==> src/rtl/pst_params.svh <==
`ifndef PST_PARAMS_SVH
`define PST_PARAMS_SVH

// Selectable 7-bit target addresses, index 0 is the default
`define PST_ADDR_DEFAULT 7'h18
`define PST_ADDR_ALT1    7'h08
`define PST_ADDR_ALT2    7'h28
`define PST_ADDR_ALT3    7'h38
`define PST_ADDR_ALT4    7'h48
`define PST_ADDR_ALT5    7'h58
`define PST_ADDR_ALT6    7'h68
`define PST_ADDR_ALT7    7'h78

// Measurement command sequence
`define PST_CMD_MEASURE  8'hAA
`define PST_CMD_ARG      8'h00

// Status byte field positions
`define PST_ST_POWER     6
`define PST_ST_BUSY      5
`define PST_ST_MEMERR    2
`define PST_ST_SAT       0
`define PST_ST_ZERO      8'h00

// Bit and byte counting
`define PST_BIT_NONE     4'h0
`define PST_BIT_ONE      4'h1
`define PST_BIT_LAST     4'h8
`define PST_RX_LAST      2'h2
`define PST_RX_MAX       2'h3
`define PST_TX_FIRST     3'h0
`define PST_TX_P_HI      3'h1
`define PST_TX_P_MID     3'h2
`define PST_TX_P_LO      3'h3
`define PST_TX_MAX       3'h4
`define PST_TX_FILL      8'hFF
`define PST_RESULT_ZERO  24'h000000

// Result FIFO shape: 24-bit pressure plus saturation flag
`define PST_FIFO_WIDTH   25
`define PST_FIFO_DEPTH   32

`endif

==> src/rtl/pst_pkg.sv <==
package pst_pkg;

	typedef enum logic [2:0] {
		PST_IDLE,
		PST_ADDR,
		PST_ADDR_ACK,
		PST_RX,
		PST_RX_ACK,
		PST_TX,
		PST_TX_ACK,
		PST_WAIT
	} pst_state_e;

	typedef logic [7:0] pst_byte_t;

endpackage

==> src/rtl/pst_fifo.sv <==
`timescale 1ns/1ps

module pst_fifo #(
	parameter int WIDTH = 25,
	parameter int DEPTH = 32
) (
	input  wire logic             ref_clk_in,
	input  wire logic             rst_in,
	input  wire logic             in_valid_in,
	output logic                  in_ready_out,
	input  wire logic [WIDTH-1:0] in_data_in,
	output logic                  out_valid_out,
	input  wire logic             out_ready_in,
	output logic [WIDTH-1:0]      out_data_out
);

	localparam int AW = $clog2(DEPTH);

	logic [WIDTH-1:0] mem [DEPTH];
	logic [AW:0]      wr_ptr_reg;
	logic [AW:0]      rd_ptr_reg;
	logic             push;
	logic             pop;
	logic             full;
	logic             empty;

	assign empty = (wr_ptr_reg == rd_ptr_reg);
	assign full  = (wr_ptr_reg[AW] != rd_ptr_reg[AW]) &&
	               (wr_ptr_reg[AW-1:0] == rd_ptr_reg[AW-1:0]);
	assign in_ready_out  = ~full;
	assign out_valid_out = ~empty;
	assign push = in_valid_in & ~full;
	assign pop  = out_ready_in & ~empty;
	assign out_data_out = mem[rd_ptr_reg[AW-1:0]];

	always_ff @(posedge ref_clk_in) begin
		if (push) begin
			mem[wr_ptr_reg[AW-1:0]] <= in_data_in;
		end
	end

	always_ff @(posedge ref_clk_in) begin
		if (rst_in) begin
			wr_ptr_reg <= '0;
		end else if (push) begin
			wr_ptr_reg <= wr_ptr_reg + 1'b1;
		end
	end

	always_ff @(posedge ref_clk_in) begin
		if (rst_in) begin
			rd_ptr_reg <= '0;
		end else if (pop) begin
			rd_ptr_reg <= rd_ptr_reg + 1'b1;
		end
	end

endmodule

==> src/rtl/pst_i2c_target.sv <==
`timescale 1ns/1ps
`include "pst_params.svh"

// Summary of operation
// - Only answers transfers a master begins; never starts one itself.
// - On read, sends status byte then three pressure bytes.
// - Selected by a 7-bit address, default hex 18.
// - Address selectable among 08, 28, 38, 48, 58, 68, 78 instead.
// - Sensor acks its address; master acks each byte it still wants.
// - Master NACK then STOP ends a read; sensor releases data line.
// - Status bits 7, 4, 3 and 1 always zero.
// - Status bit 6 is one whenever powered and out of reset.
// - Status bit 5 is one while the last command's result is pending.
// - A command arriving while busy is ignored.
// - Status bit 2 holds memory check failure, sampled once after each reset release.
// - Status bit 0 set when compensation math saturated.
// - Command wakes sensor, runs one measurement, returns to standby.
// - Works at 100 kbit/s and 400 kbit/s bus rates.
// - Lines only pulled low or released, never driven high.
module pst_i2c_target (
	input  wire logic        ref_clk_in,
	input  wire logic        rst_in,
	input  wire logic        scl_in,
	output logic             scl_out,
	output logic             scl_oe_out,
	input  wire logic        sda_in,
	output logic             sda_out,
	output logic             sda_oe_out,
	input  wire logic [2:0]  addr_sel_in,
	input  wire logic        mem_fail_in,
	output logic             meas_start_out,
	output logic             operating_out,
	input  wire logic [23:0] meas_data_in,
	input  wire logic        meas_sat_in,
	input  wire logic        meas_valid_in,
	output logic             meas_ready_out,
	output logic [7:0]       status_out
);

	pst_pkg::pst_state_e state_reg;
	pst_pkg::pst_byte_t  shift_reg;
	pst_pkg::pst_byte_t  rx_data_reg;
	pst_pkg::pst_byte_t  tx_byte;
	pst_pkg::pst_byte_t  status_reg;
	pst_pkg::pst_byte_t  status_next;

	logic [1:0]  scl_sync_reg;
	logic [1:0]  sda_sync_reg;
	logic        scl_prev_reg;
	logic        sda_prev_reg;
	logic [2:0]  sel_sync1_reg;
	logic [2:0]  sel_sync2_reg;
	logic        scl_s;
	logic        sda_s;
	logic        scl_rise;
	logic        scl_fall;
	logic        start_det;
	logic        stop_det;

	logic [6:0]  addr_reg;
	logic [6:0]  addr_next;
	logic [3:0]  bit_cnt_reg;
	logic        rw_reg;
	logic        sda_oe_reg;
	logic [1:0]  rx_idx_reg;
	logic [1:0]  rx_pos_reg;
	logic        rx_done_reg;
	logic [2:0]  tx_idx_reg;
	logic        tx_active;

	logic        cmd_ok_reg;
	logic        busy_reg;
	logic        start_reg;
	logic        power_reg;
	logic        mem_done_reg;
	logic        mem_err_reg;
	logic [23:0] result_reg;
	logic        sat_reg;

	logic                        res_valid;
	logic                        res_pop;
	logic [`PST_FIFO_WIDTH-1:0]  res_data;

	// Bus pins are asynchronous: two flops, then a third for edges
	always_ff @(posedge ref_clk_in) begin
		if (rst_in) begin
			scl_sync_reg <= 2'h3;
			sda_sync_reg <= 2'h3;
			scl_prev_reg <= 1'b1;
			sda_prev_reg <= 1'b1;
		end else begin
			scl_sync_reg <= {scl_sync_reg[0], scl_in};
			sda_sync_reg <= {sda_sync_reg[0], sda_in};
			scl_prev_reg <= scl_sync_reg[1];
			sda_prev_reg <= sda_sync_reg[1];
		end
	end

	// Sampling at 125 MHz leaves hundreds of samples per bit at 400 kHz
	assign scl_s     = scl_sync_reg[1];
	assign sda_s     = sda_sync_reg[1];
	assign scl_rise  = scl_s & ~scl_prev_reg;
	assign scl_fall  = ~scl_s & scl_prev_reg;
	assign start_det = scl_s & scl_prev_reg & ~sda_s & sda_prev_reg;
	assign stop_det  = scl_s & scl_prev_reg & sda_s & ~sda_prev_reg;

	// Address strap pins, synchronised like the bus lines
	always_ff @(posedge ref_clk_in) begin
		if (rst_in) begin
			sel_sync1_reg <= 3'h0;
			sel_sync2_reg <= 3'h0;
		end else begin
			sel_sync1_reg <= addr_sel_in;
			sel_sync2_reg <= sel_sync1_reg;
		end
	end

	always_comb begin
		case (sel_sync2_reg)
			3'h1:    addr_next = `PST_ADDR_ALT1;
			3'h2:    addr_next = `PST_ADDR_ALT2;
			3'h3:    addr_next = `PST_ADDR_ALT3;
			3'h4:    addr_next = `PST_ADDR_ALT4;
			3'h5:    addr_next = `PST_ADDR_ALT5;
			3'h6:    addr_next = `PST_ADDR_ALT6;
			3'h7:    addr_next = `PST_ADDR_ALT7;
			default: addr_next = `PST_ADDR_DEFAULT;
		endcase
	end

	// Address only changes between transfers
	always_ff @(posedge ref_clk_in) begin
		if (rst_in) begin
			addr_reg <= `PST_ADDR_DEFAULT;
		end else if (state_reg == pst_pkg::PST_IDLE) begin
			addr_reg <= addr_next;
		end
	end

	// Byte presented on a read: status, then pressure high to low
	always_comb begin
		case (tx_idx_reg)
			`PST_TX_FIRST: tx_byte = status_reg;
			`PST_TX_P_HI:  tx_byte = result_reg[23:16];
			`PST_TX_P_MID: tx_byte = result_reg[15:8];
			`PST_TX_P_LO:  tx_byte = result_reg[7:0];
			default:       tx_byte = `PST_TX_FILL;
		endcase
	end

	// Bus protocol engine; it only reacts to master-made conditions
	always_ff @(posedge ref_clk_in) begin
		if (rst_in) begin
			state_reg   <= pst_pkg::PST_IDLE;
			shift_reg   <= `PST_ST_ZERO;
			bit_cnt_reg <= `PST_BIT_NONE;
			rw_reg      <= 1'b0;
			sda_oe_reg  <= 1'b0;
			rx_idx_reg  <= 2'h0;
			rx_pos_reg  <= 2'h0;
			rx_done_reg <= 1'b0;
			rx_data_reg <= `PST_ST_ZERO;
			tx_idx_reg  <= `PST_TX_FIRST;
		end else begin
			rx_done_reg <= 1'b0;
			if (start_det) begin
				state_reg   <= pst_pkg::PST_ADDR;
				bit_cnt_reg <= `PST_BIT_NONE;
				sda_oe_reg  <= 1'b0;
				rx_idx_reg  <= 2'h0;
				tx_idx_reg  <= `PST_TX_FIRST;
			end else if (stop_det) begin
				state_reg  <= pst_pkg::PST_IDLE;
				sda_oe_reg <= 1'b0;
			end else begin
				case (state_reg)
					pst_pkg::PST_ADDR, pst_pkg::PST_RX: begin
						if (scl_rise) begin
							shift_reg   <= {shift_reg[6:0], sda_s};
							bit_cnt_reg <= bit_cnt_reg + `PST_BIT_ONE;
						end else if (scl_fall &&
						             bit_cnt_reg == `PST_BIT_LAST) begin
							bit_cnt_reg <= `PST_BIT_NONE;
							if (state_reg == pst_pkg::PST_RX) begin
								sda_oe_reg  <= 1'b1;
								rx_done_reg <= 1'b1;
								rx_data_reg <= shift_reg;
								rx_pos_reg  <= rx_idx_reg;
								if (rx_idx_reg != `PST_RX_MAX) begin
									rx_idx_reg <= rx_idx_reg + 2'h1;
								end
								state_reg <= pst_pkg::PST_RX_ACK;
							end else if (shift_reg[7:1] == addr_reg) begin
								sda_oe_reg <= 1'b1;
								rw_reg     <= shift_reg[0];
								state_reg  <= pst_pkg::PST_ADDR_ACK;
							end else begin
								state_reg <= pst_pkg::PST_WAIT;
							end
						end
					end
					pst_pkg::PST_RX_ACK: begin
						if (scl_fall) begin
							sda_oe_reg <= 1'b0;
							state_reg  <= pst_pkg::PST_RX;
						end
					end
					pst_pkg::PST_ADDR_ACK, pst_pkg::PST_TX_ACK: begin
						if (scl_rise && state_reg == pst_pkg::PST_TX_ACK &&
						    sda_s) begin
							state_reg <= pst_pkg::PST_WAIT;
						end else if (scl_fall) begin
							if (state_reg == pst_pkg::PST_ADDR_ACK &&
							    !rw_reg) begin
								sda_oe_reg  <= 1'b0;
								bit_cnt_reg <= `PST_BIT_NONE;
								state_reg   <= pst_pkg::PST_RX;
							end else begin
								// Open drain: pull low only for a zero
								sda_oe_reg  <= ~tx_byte[7];
								shift_reg   <= {tx_byte[6:0], 1'b0};
								bit_cnt_reg <= `PST_BIT_ONE;
								if (tx_idx_reg != `PST_TX_MAX) begin
									tx_idx_reg <= tx_idx_reg + 3'h1;
								end
								state_reg <= pst_pkg::PST_TX;
							end
						end
					end
					pst_pkg::PST_TX: begin
						if (scl_fall) begin
							if (bit_cnt_reg == `PST_BIT_LAST) begin
								sda_oe_reg <= 1'b0;
								state_reg  <= pst_pkg::PST_TX_ACK;
							end else begin
								sda_oe_reg  <= ~shift_reg[7];
								shift_reg   <= {shift_reg[6:0], 1'b0};
								bit_cnt_reg <= bit_cnt_reg + `PST_BIT_ONE;
							end
						end
					end
					pst_pkg::PST_IDLE, pst_pkg::PST_WAIT: begin
						sda_oe_reg <= 1'b0;
					end
					default: begin
						state_reg  <= pst_pkg::PST_IDLE;
						sda_oe_reg <= 1'b0;
					end
				endcase
			end
		end
	end

	// Command decoder: AA 00 00 starts one measurement when idle
	always_ff @(posedge ref_clk_in) begin
		if (rst_in) begin
			cmd_ok_reg <= 1'b0;
			start_reg  <= 1'b0;
		end else begin
			start_reg <= 1'b0;
			if (rx_done_reg) begin
				if (rx_pos_reg == 2'h0) begin
					cmd_ok_reg <= (rx_data_reg == `PST_CMD_MEASURE);
				end else if (rx_pos_reg == `PST_RX_MAX) begin
					cmd_ok_reg <= 1'b0;
				end else begin
					cmd_ok_reg <= cmd_ok_reg &&
					              (rx_data_reg == `PST_CMD_ARG);
					if (rx_pos_reg == `PST_RX_LAST && cmd_ok_reg &&
					    rx_data_reg == `PST_CMD_ARG && !busy_reg) begin
						start_reg <= 1'b1;
					end
				end
			end
		end
	end

	// Busy from command until its result leaves the FIFO; set wins
	always_ff @(posedge ref_clk_in) begin
		if (rst_in) begin
			busy_reg <= 1'b0;
		end else if (start_reg) begin
			busy_reg <= 1'b1;
		end else if (res_pop) begin
			busy_reg <= 1'b0;
		end
	end

	// Result is frozen while a read is shifting it out
	assign tx_active = (state_reg == pst_pkg::PST_TX) ||
	                   (state_reg == pst_pkg::PST_TX_ACK);
	assign res_pop   = res_valid & ~tx_active;

	always_ff @(posedge ref_clk_in) begin
		if (rst_in) begin
			result_reg <= `PST_RESULT_ZERO;
			sat_reg    <= 1'b0;
		end else if (res_pop) begin
			result_reg <= res_data[23:0];
			sat_reg    <= res_data[24];
		end
	end

	pst_fifo #(
		.WIDTH (`PST_FIFO_WIDTH),
		.DEPTH (`PST_FIFO_DEPTH)
	) u_result_fifo (
		.ref_clk_in    (ref_clk_in),
		.rst_in        (rst_in),
		.in_valid_in   (meas_valid_in),
		.in_ready_out  (meas_ready_out),
		.in_data_in    ({meas_sat_in, meas_data_in}),
		.out_valid_out (res_valid),
		.out_ready_in  (~tx_active),
		.out_data_out  (res_data)
	);

	// Power flag and one-shot memory check after reset release
	always_ff @(posedge ref_clk_in) begin
		if (rst_in) begin
			power_reg    <= 1'b0;
			mem_done_reg <= 1'b0;
			mem_err_reg  <= 1'b0;
		end else begin
			power_reg <= 1'b1;
			if (!mem_done_reg) begin
				mem_err_reg  <= mem_fail_in;
				mem_done_reg <= 1'b1;
			end
		end
	end

	always_comb begin
		status_next = `PST_ST_ZERO;
		status_next[`PST_ST_POWER]  = power_reg;
		status_next[`PST_ST_BUSY]   = busy_reg;
		status_next[`PST_ST_MEMERR] = mem_err_reg;
		status_next[`PST_ST_SAT]    = sat_reg;
	end

	always_ff @(posedge ref_clk_in) begin
		if (rst_in) begin
			status_reg <= `PST_ST_ZERO;
		end else begin
			status_reg <= status_next;
		end
	end

	assign status_out     = status_reg;
	assign meas_start_out = start_reg;
	assign operating_out  = busy_reg;
	assign sda_out        = 1'b0;
	assign sda_oe_out     = sda_oe_reg;
	assign scl_out        = 1'b0;
	assign scl_oe_out     = 1'b0;

endmodule

==> config.mk <==
export PLATFORM = sky130hd
export DESIGN_NAME = pst_i2c_target
export DESIGN_NICKNAME = d
export VERILOG_FILES = /design/src/rtl/pst_pkg.sv /design/src/rtl/pst_fifo.sv /design/src/rtl/pst_i2c_target.sv
export VERILOG_INCLUDE_DIRS = /design/src /design/src/rtl
export SDC_FILE = /design/constraint.sdc
export NUM_CORES = 1
export LEC_CHECK = 0
export BUFFER_PORTS_ARGS = -buffer_cell sky130_fd_sc_hd__buf_2
export CORE_MARGIN = 4
export CORE_UTILIZATION = 55
export DETAILED_ROUTE_END_ITERATION = 10
export PLACE_DENSITY = 0.68
export SKIP_CTS_REPAIR_TIMING = 1
export SLEW_MARGIN = 20
export SYNTH_ARGS = -nofsm -noshare
export SYNTH_HDL_FRONTEND = slang
export SYNTH_SLANG_ARGS = --single-unit
==> constraint.sdc <==
create_clock -name ref_clk_in -period 3.78 [get_ports ref_clk_in]
set_input_delay 0.189 -clock ref_clk_in [delete_from_list [all_inputs] [get_ports ref_clk_in]]
set_output_delay 0.189 -clock ref_clk_in [all_outputs]
set_load 0.01 [all_outputs]
# Word-level counts from Yosys, hierarchy flattened
# Memory sizes are Yosys's and may differ from the RTL's. A register that Yosys moved wholly into a read port is not among the register bits.
# Index checks and enable logic that the tools add are counted.
# op_classes
add_sub_neg,5
n_eq_ne,46
muxes,50
bitwise,27
n_reduce_logical,36
# op_table
op,n
$pmux W7 S7,1
$mux W8,6
$reduce_and A7 Y1,5
$pmux W8 S4,1
$mux W3,10
$eq A3 B3 Y1 const B,8
$mux W4,6
$pmux W8 S3,1
$mux W1,22
$ne A2 B2 Y1 const B,11
$ne A4 B4 Y1 const B,5
$eq A3 B2 Y1 const B,6
$not A1 Y1,18
$reduce_and A6 Y1,3
$add A6 B1 Y6 const B,2
$ne A3 B3 Y1 const B,4
$pmux W3 S4,1
$pmux W4 S3,1
$and A1 B1 Y1,9
$eq A3 B1 Y1 const B,3
$logic_and A1 B1 Y1,9
$reduce_and A9 Y1,1
$eq A8 B8 Y1 const B,1
$logic_not A8 Y1,1
23 further kinds,29
# word_totals
ff_bits,77
ram_bits,800
input_bits,34
word_cells,192
memories,1
# memory_table
memory,depth,width,read_ports,rd_clocked_by_memory_dff,write_ports,line,text
u_result_fifo.mem,32,25,1,1,1,pst_fifo.sv:19,logic [WIDTH-1:0] mem [DEPTH];

# Logic depth before layout (Yosys ltp)
# Gate-level depths: netlist of run 1.
# depth
ltp_word,8
mapped_depth,9
mapped_depth_nobuf,7

# Hierarchy
# Synthesis of run 1 repeated with hierarchy kept, for this count alone.
# hier_totals
hier_cells,2277
area_unflattened_um2,35779.3
# modules_own_cells
module,instances,cells_per_inst,area_each_um2,seq_area_each_um2
pst_fifo,1,1837,31965.7,24363.4
pst_i2c_target,1,440,3813.7,1641.6

# Worst setup path before layout of run 1
# No wires, ideal clock.
# synth_path
path_type,register -> register
start,register u_result_fifo.rd_ptr_reg[1]
end,"memory u_result_fifo.mem[28][0], enable pin"
setup_ns,0.407
arrival_time_ns,2.267
slack_ns,1.106
path_stages_with_launch,7
path_buffers,1
synth_period_minus_slack_ns,2.674
path_cell_list,dfxtp_1 -> buf_2 -> xnor2_1 -> nand3_1 -> o31a_1 -> nand2_1 -> nor2_1
# synth_between
elab_chain_len,6
# synth_rtl
element,line,text
"start, declared",pst_fifo.sv:21,logic [AW:0] rd_ptr_reg;
"start signal, assigned",pst_fifo.sv:54,rd_ptr_reg <= rd_ptr_reg + 1'b1;
$eq A5 B5 Y1,pst_fifo.sv:29,(wr_ptr_reg[AW-1:0] == rd_ptr_reg[AW-1:0]);
$logic_and A1 B1 Y1,pst_fifo.sv:28,assign full = (wr_ptr_reg[AW] != rd_ptr_reg[AW]) &&
$not A1 Y1,pst_fifo.sv:32,assign push = in_valid_in & ~full;
$and A1 B1 Y1,pst_fifo.sv:32,
$mux W1,pst_fifo.sv:37,if (push) begin
$mux W1 (not written as such),pst_fifo.sv:38,mem[wr_ptr_reg[AW-1:0]] <= in_data_in;
"end, declared",pst_fifo.sv:19,
# Every way passes these cells.

# Final worst setup path of run 1
# layout_path
start,register u_result_fifo.rd_ptr_reg[3]
end,"memory u_result_fifo.mem[12][5], enable pin"
# The elaborated chain is that of the path after synthesis.

==> results_dict.tcl, run 1 <==
set metrics [dict create \
    status "finished with violations" \
    failed_checks "negative hold slack" \
    slowest_stage "nor2_4" \
    critPathLaunchType "flop" \
    initial_core_util_pct 55.7 \
    drive_gt1_share_pct 21.5 \
    via_per_inst 6.45 \
    dieArea_um2 66800 \
    synth_top_family_by_area "multiplexers" \
    finalCritPeriodShare_pct 85.7 \
    io_pins 49 \
    hold_path_class "in2reg" \
    cp_max_fo 14 \
    synthXorXnorAreaFrac_pct 0.508 \
    io_buffer_count 41 \
    final.min_clock_period_ns 3.24 \
    insertion_delay_ns 0.64 \
    clk_pin_slew_worst_paths_ns 0.06 \
    hpwlAfterDp_um 47800 \
    dieHeight_um 258 \
    synth-seq-area-share_pct 75.1 \
    synthMuxAreaShare_pct 13.5 \
    cts.sinks 894 \
    maxSlewHeadroom_pct 29.4 \
    grtUsageTotal_pct 25.5 \
    cts_root_buf "clkbuf_16" \
    ys_types 68 \
    synth_compound_area_share_pct 5.81 \
    worst_pin_slew_ns 1.06 \
    synth-simple-area-share_pct 2.72 \
    grt_max_degree 139 \
    crit_chain "xnor2_1 -> nand2_1 -> o31a_1 -> nand2_1 -> nor2_4 -> buf_12" \
    drt-initial-drc-count 2049 \
    first_pass_iters 5 \
    post-route-util_pct 63.0 \
    ant_nets 0 \
    power.leakage_nw 12.2 \
    netlist_area_um2 34500 \
    rsz0062_at_grt "no" \
    syn2layout_area_growth_pct 13.1 \
    grt_pass1_vias 17975 \
    ys.flop_type "edfxtp_1" \
    die_x_um 258 \
    gr-total-overflow 0 \
    required_ns 4.11 \
    max_stage_delay_ns 0.80 \
    setup_viol 0 \
    r2r_slack_ns 0.54 \
    avgSynthCellArea_um2 19.2 \
    wire_per_inst_um 30.1 \
    synth-edff-count 800 \
    fin_nets 1938 \
    hold_slack_ns -0.00153 \
    vdd_drop_max_uv 777 \
    max_cap_viol_count 0 \
    drc_errors 0 \
    ys_ff_latch 894 \
    fillers 4307 \
    yosysWarningCount 0 \
    syn_inst 1801 \
    cts_inserted_buffers 89 \
    vias 18063 \
    htreeDepth 3 \
    ys_async_sr_fraction_pct 0 \
    antenna_cells 0 \
    wirelength_um 84300 \
    critPathKind "reg2reg" \
    hold_viol_final 1 \
    finClkSkew_ns 0.0211 \
    critPathCaptureType "flop" \
    synth_fa_ha_area_share_pct 0.580 \
    power_density_nw_per_um2 607 \
    tritoncts "built" \
    fp.coreArea_um2 61900 \
    cp.arrival_ns 3.57 \
    largest_reg_flops 800 \
    layout_commonest_cell "edfxtp_1" \
    grt_pass1_wl_um 124000 \
    antenna_found_initial 1 \
    cpMostUsedCell "nand2_1" \
    max_freq_ghz 0.309 \
    place_congestion 0.832 \
    rows 91 \
    cts_buffer_depth 3 \
    drv_slew 0 \
    final_cell_mix "edfxtp_1 (800), mux4_2 (151), mux2i_1 (125)" \
    fin_setup_tns_ns 0 \
]
per-layer routing:
metal	part of all wire, %	routed length [um]	GRT usage, %	vias up
met3	9.3	7850	5.36	138
met5	0.024	20	0	-
li1	-	-	-	7580
met2	47	39300	38.4	880
met4	2.7	2290	7.80	2
met1	41	34900	38.1	9463
Yosys cell counts, types with 8 or more instances:
cell type    n  area [um2]
a21oi_1     64         320
dfxtp_1     94        1880
a22o_1      24         210
buf_4       17         128
ha_1        16         200
a31oi_1      9        56.3
buf_2       34         170
o221ai_1    50         438
xnor2_1     11        96.3
edfxtp_1   800       24000
xor2_1       9        78.8
nor2_1      92         345
a22oi_1     78         586
buf_1        8        30.0
clkbuf_1    53         199
or2_2        8        50.1
or3_1        8        50.1
mux2i_1    125        1250
o21ai_0     15        75.1
nor2b_1     19         119
mux4_2     151        3400
nand2_1     17        63.8
inv_1       14        52.6
path summary, 6_finish.rpt:
path,endpoint,start,cells past startpoint
max,u_result_fifo.mem[12][5]$_DFFE_PP_,u_result_fifo.rd_ptr_reg[3]$_SDFFE_PP0P_,6
min,u_result_fifo.wr_ptr_reg[5]$_SDFFE_PP0P_,meas_valid_in,4
max reg2reg,u_result_fifo.mem[12][5]$_DFFE_PP_,u_result_fifo.rd_ptr_reg[3]$_SDFFE_PP0P_,6
min reg2reg,sda_sync_reg[1]$_SDFF_PP1_,sda_sync_reg[0]$_SDFF_PP1_,1
logic make-up (layout without fill, tap and decap cells):
kind of cell,count (synthesis),in the layout
adders and majority gates,16,16
and+or+nand+nor,189,189
buffers and inverters,129,284
DFF,894,894
other,1,7
xor gates and xnor gates,20,20
muxes,277,277
AOI/OAI and AO/OA,275,275
where the power goes:
| group | switching [mW] | leakage (nW) | internal (mW) |
|---|---|---|---|
| Sequential | 0.320 | 7.98 | 11.0 |
| Combinational | 2.21 | 2.87 | 1.81 |
| Clock | 3.59 | 1.34 | 4.77 |
final cells by class:
cell class | count | area, um2 | share of cell area [%]
Sequential cell | 894 | 25900 | 66.4
Clock inverter | 45 | 367 | 0.940
Inverter | 15 | 56.3 | 0.144
Clock buffer | 120 | 2380 | 6.11
Timing Repair Buffer | 104 | 958 | 2.46
Tap cell | 837 | 1050 | 2.68
Multi-Input combinational cell | 784 | 8280 | 21.2
worst max-delay path, delay by kind of cell, from the launching register on:
family                    cells  cell delay (ns)
DFF                           1             0.60
buffers and inverters         1             0.25
xor gates and xnor gates      1             0.15
AOI/OAI and AO/OA             1             0.36
and+or+nand+nor               3             1.55
through the flow:
stage	cell area [um2]	worst slack [ns]	power, mW	hold slack, ns	cells
2_1_floorplan	34500	1.11	14.2	0.288	1807
3_3_place_gp	36200	0.737	15.5	0.378	2627
3_5_place_dp	36200	0.594	15.5	0.382	2627
4_1_cts	38900	0.585	23.8	-0.287	2792
5_1_grt	39000	0.431	24.5	0.0697	2799
6_report	39000	0.542	23.7	-0.00153	2799
No activity file was read; power rests on OpenSTA's default activity.
==> inputs of run 2 (changes only) <==
- GPL_TIMING_DRIVEN: default -> 0
==> results_dict.tcl, run 2 (same netlist as run 1, synthesis figures left out) <==
set metrics [dict create \
    critPathCaptureType "flop" \
    status "finished, final reports clean" \
    setup_viol 0 \
    finalPower_mw 24.4 \
    layout_commonest_cell "edfxtp_1" \
    initial_core_util_pct 55.7 \
    antenna_found_initial 3 \
    clk_pin_slew_worst_paths_ns 0.06 \
    finalCritPeriodShare_pct 84.8 \
    required_ns 4.31 \
    tritoncts "built" \
    min_from "rst_in" \
    syn2layout_area_growth_pct 15.3 \
    power.leakage_nw 12.6 \
    regArea_um2 25900 \
    cts_root_buf "clkbuf_16" \
    instances_no_fill 2890 \
    r2r_start "u_result_fifo.rd_ptr_reg[1]$_SDFFE_PP0P_" \
    hpwlAfterDp_um 56100 \
    first_pass_iters 6 \
    grt_max_degree 33 \
    rows 91 \
    cts.sinks 894 \
    htreeDepth 3 \
    dp_cells 2716 \
    place_area_um2 36800 \
    insertion_delay_ns 0.65 \
    drc_errors 0 \
    dieArea_um2 66800 \
    fillers 4243 \
    gr-total-overflow 0 \
    die_x_um 258 \
    fp.coreArea_um2 61900 \
    cp-startpoint "u_result_fifo.rd_ptr_reg[1]$_SDFFE_PP0P_" \
    critPathLaunchType "flop" \
    grtUsageTotal_pct 25.8 \
    dieHeight_um 258 \
    critPathKind "reg2reg" \
    r2r_cells 7 \
    post-route-util_pct 64.2 \
    rsz0062_at_grt "no" \
    largest_reg_flops 800 \
    cts_buffer_depth 3 \
    r2r_slack_ns 0.58 \
    place_congestion 0.919 \
    final.min_clock_period_ns 3.20 \
    max_cap_viol_count 0 \
    io_pins 49 \
    finClkSkew_ns 0.0231 \
    via_per_inst 6.31 \
    drt-initial-drc-count 2405 \
    multiInputGateArea_um2 8260 \
    io_buffer_count 40 \
    vias 18235 \
    grt_pass1_wl_um 125000 \
    fin_nets 2028 \
    hold_viol_final 0 \
    power_density_nw_per_um2 614 \
    wirelength_um 84700 \
    cp.arrival_ns 3.73 \
    grt_pass1_vias 18195 \
    final_cell_mix "edfxtp_1 (800), mux4_2 (151), mux2i_1 (125)" \
    hold_depth 2 \
    drive_gt1_share_pct 22.1 \
    wire_per_inst_um 29.3 \
    cp_max_fo 10 \
    ant_nets 0 \
    maxSlewHeadroom_pct 24.4 \
    drv_slew 0 \
    vdd_drop_max_uv 450 \
    worst_pin_slew_ns 1.13 \
    cts_inserted_buffers 90 \
    max_freq_ghz 0.312 \
    hold_path_class "in2reg" \
    finalInstanceArea_um2 39800 \
]
[run 2: final timing paths]
path / end
worst min-delay path: status_out[0]$_SDFF_PP0_
worst max-delay path: result_reg[4]$_SDFFE_PP0P_
worst max register to register: result_reg[4]$_SDFFE_PP0P_
worst min register to register: scl_sync_reg[1]$_SDFF_PP1_
[run 2: stage by stage]
| step | hold WS [ns] | TNS (ns) | setup slack (ns) |
|---|---|---|---|
| floorplan | 0.288 | 0 | 1.11 |
| global placement | 0.382 | -268.88 | -0.601 |
| detailed placement | 0.384 | 0 | 0.603 |
| CTS | -0.291 | 0 | 0.585 |
| global route | 0.0418 | 0 | 0.461 |
| finish | 0.0500 | 0 | 0.575 |
[run 2: area by class of cell]
| class | instances | share of cell area (%) |
|---|---|---|
| antenna | 1 | 0.00629 |
| buffer | 114 | 1.38 |
| clock buffer | 111 | 6.10 |
| clock inverter | 55 | 1.27 |
| inverter | 15 | 0.142 |
| multi-input combinational | 784 | 20.8 |
| sequential | 894 | 65.2 |
| tap | 837 | 2.63 |
| timing repair buffer | 79 | 2.54 |
[run 2: layer usage]
layer  track usage (%)  wire, um  vias to the layer above
met5                 0        10                        -
met3              5.35      7340                      158
met2              40.7     40500                      835
li1                  -         -                     7770
met1              36.5     33700                     9470
met4              8.79      3120                        2
[run 2: critical path: stages, from the launching register on]
cell and delay (ns):
dfxtp_1 0.33, buf_2 0.30, buf_2 0.40, buf_1 0.56, mux4_2 0.41, a21oi_1 0.48
a22oi_1 0.33, a22o_1 0.27
[run 2: report_power, final]
group | internal, mW | switching (mW) | leakage [nW]
combinational | 1.86 | 2.68 | 3.15
sequential | 11.0 | 0.141 | 7.97
clock | 5.11 | 3.63 | 1.44
total | 18.0 | 6.46 | 12.6
==> inputs of run 3 (changes only) <==
- PLACE_DENSITY: 0.68 -> 0.71
- clock period: 3.78 -> 2.6 ns (I/O delays scaled with it)
==> results_dict.tcl, run 3 (same netlist as run 1, synthesis figures left out) <==
set metrics [dict create \
    status "finished with violations" \
    failed_checks "negative hold slack, negative setup slack" \
    clk_pin_slew_worst_paths_ns 0.06 \
    fillers 4086 \
    drt-initial-drc-count 2340 \
    cts_buffer_depth 3 \
    wire_per_inst_um 29.4 \
    initial_core_util_pct 55.7 \
    maxSlewHeadroom_pct 45.5 \
    worst_pin_slew_ns 0.812 \
    rsz0062_at_grt "yes" \
    htreeDepth 3 \
    setup_viol 9 \
    power.leakage_nw 12.9 \
    antenna_found_initial 1 \
    crit_chain "buf_2 -> and2_1 -> buf_2 -> clkbuf_1 -> a22oi_1 -> a22oi_1 -> a22o_1" \
    ant_nets 0 \
    via_per_inst 6.36 \
    io_pins 49 \
    insertion_delay_ns 0.63 \
    drv_slew 0 \
    layout_commonest_cell "edfxtp_1" \
    postLayoutSetupSlackWorst_ns -0.138 \
    finalInstanceArea_um2 40300 \
    met3_usage_pct 4.95 \
    grt_pass1_vias 18318 \
    max_freq_ghz 0.365 \
    max_stage_delay_ns 0.59 \
    hpwlAfterDp_um 55700 \
    vdd_drop_max_uv 657 \
    largest_reg_flops 800 \
    power_density_nw_per_um2 880 \
    place_congestion 0.917 \
    finClkSkew_ns 0.0250 \
    critPathLaunchType "flop" \
    hold_path_class "in2reg" \
    max_cap_viol_count 0 \
    cts.sinks 894 \
    grt_max_degree 33 \
    met2_usage_pct 39.6 \
    die_x_um 258 \
    dieArea_um2 66800 \
    drive_gt1_share_pct 26.1 \
    required_ns 3.17 \
    critPathKind "reg2reg" \
    critPathCaptureType "flop" \
    fp.coreArea_um2 61900 \
    tritoncts "built" \
    rows 91 \
    grt_pass1_wl_um 124000 \
    top_usage_layer "met2" \
    hold_viol_final 1 \
    hold_slack_ns -0.00322 \
    cp_max_fo 10 \
    drc_errors 0 \
    first_pass_iters 8 \
    final_cell_mix "edfxtp_1 (800), mux4_2 (151), mux2i_1 (125)" \
    vias 18588 \
    place_area_um2 36700 \
    gr-total-overflow 0 \
    fin_nets 2061 \
    grtUsageTotal_pct 25.6 \
    cts_root_buf "clkbuf_16" \
    dieHeight_um 258 \
    pre_cts_ws_ns -0.434 \
    grt.met1_usage_pct 36.8 \
    finalCritPeriodShare_pct 105 \
    slowest_stage "clkbuf_1" \
    cp.arrival_ns 3.31 \
    wirelength_um 86000 \
    finalPower_mw 35.5 \
    cts_inserted_buffers 90 \
    final.min_clock_period_ns 2.74 \
    syn2layout_area_growth_pct 16.8 \
    io_buffer_count 40 \
]
[run 3: worst paths after layout]
kind | startpoint | to | slack (ns) | cells past startpoint
worst max-delay path | u_result_fifo.rd_ptr_reg[3]$_SDFFE_PP0P_ | result_reg[18]$_SDFFE_PP0P_ | -0.14 | 7
worst min-delay path | rst_in | status_out[0]$_SDFF_PP0_ | -0.003 | 2
worst max register to register | u_result_fifo.rd_ptr_reg[3]$_SDFFE_PP0P_ | result_reg[18]$_SDFFE_PP0P_ | -0.14 | 7
worst min register to register | sda_sync_reg[0]$_SDFF_PP1_ | sda_sync_reg[1]$_SDFF_PP1_ | 0.41 | 1
[run 3: final cells by class]
class	instances	area [um2]	area share, %
diodes	1	2.50	0.00621
clock buffers	120	2500	6.21
flip-flops and latches	894	25900	64.3
multi-input cells	784	8420	20.9
inverters	15	56.3	0.140
clock inverters	44	330	0.820
plain buffers	114	637	1.58
well taps	837	1050	2.60
repair buffers	112	1380	3.42
[run 3: where the power goes]
group	switching [mW]	internal, mW	leakage, nW
Combinational	4.03	2.84	3.50
Clock	5.19	7.22	1.39
Sequential	0.212	16.0	7.97
[run 3: worst max-delay path: cells and delay by family (launching register included)]
kind | cells | cell delay (ns)
buffers and inverters | 3 | 1.15
and+or+nand+nor | 1 | 0.20
DFF | 1 | 0.41
AOI/OAI and AO/OA | 3 | 0.93
[run 3: layer usage]
layer	part of all wire, %	up-vias
met3	8.8	184
met5	0	-
met1	40	9592
met2	47	1014
met4	4.3	0
li1	-	7798
[run 3: per-stage QoR]
stage | cells | hold slack (ns) | utilization [%] | TNS [ns]
finish | 2921 | -0.00322 | 65.0 | -0.511
global route | 2920 | 0.00548 | 65.0 | -1.06
CTS | 2880 | -0.346 | 63.9 | -119.93
detailed placement | 2716 | 0.318 | 59.3 | -110.17
global placement | 2684 | 0.314 | 57.7 | -1139.14
floorplan | 1807 | 0.229 | - | -43.17
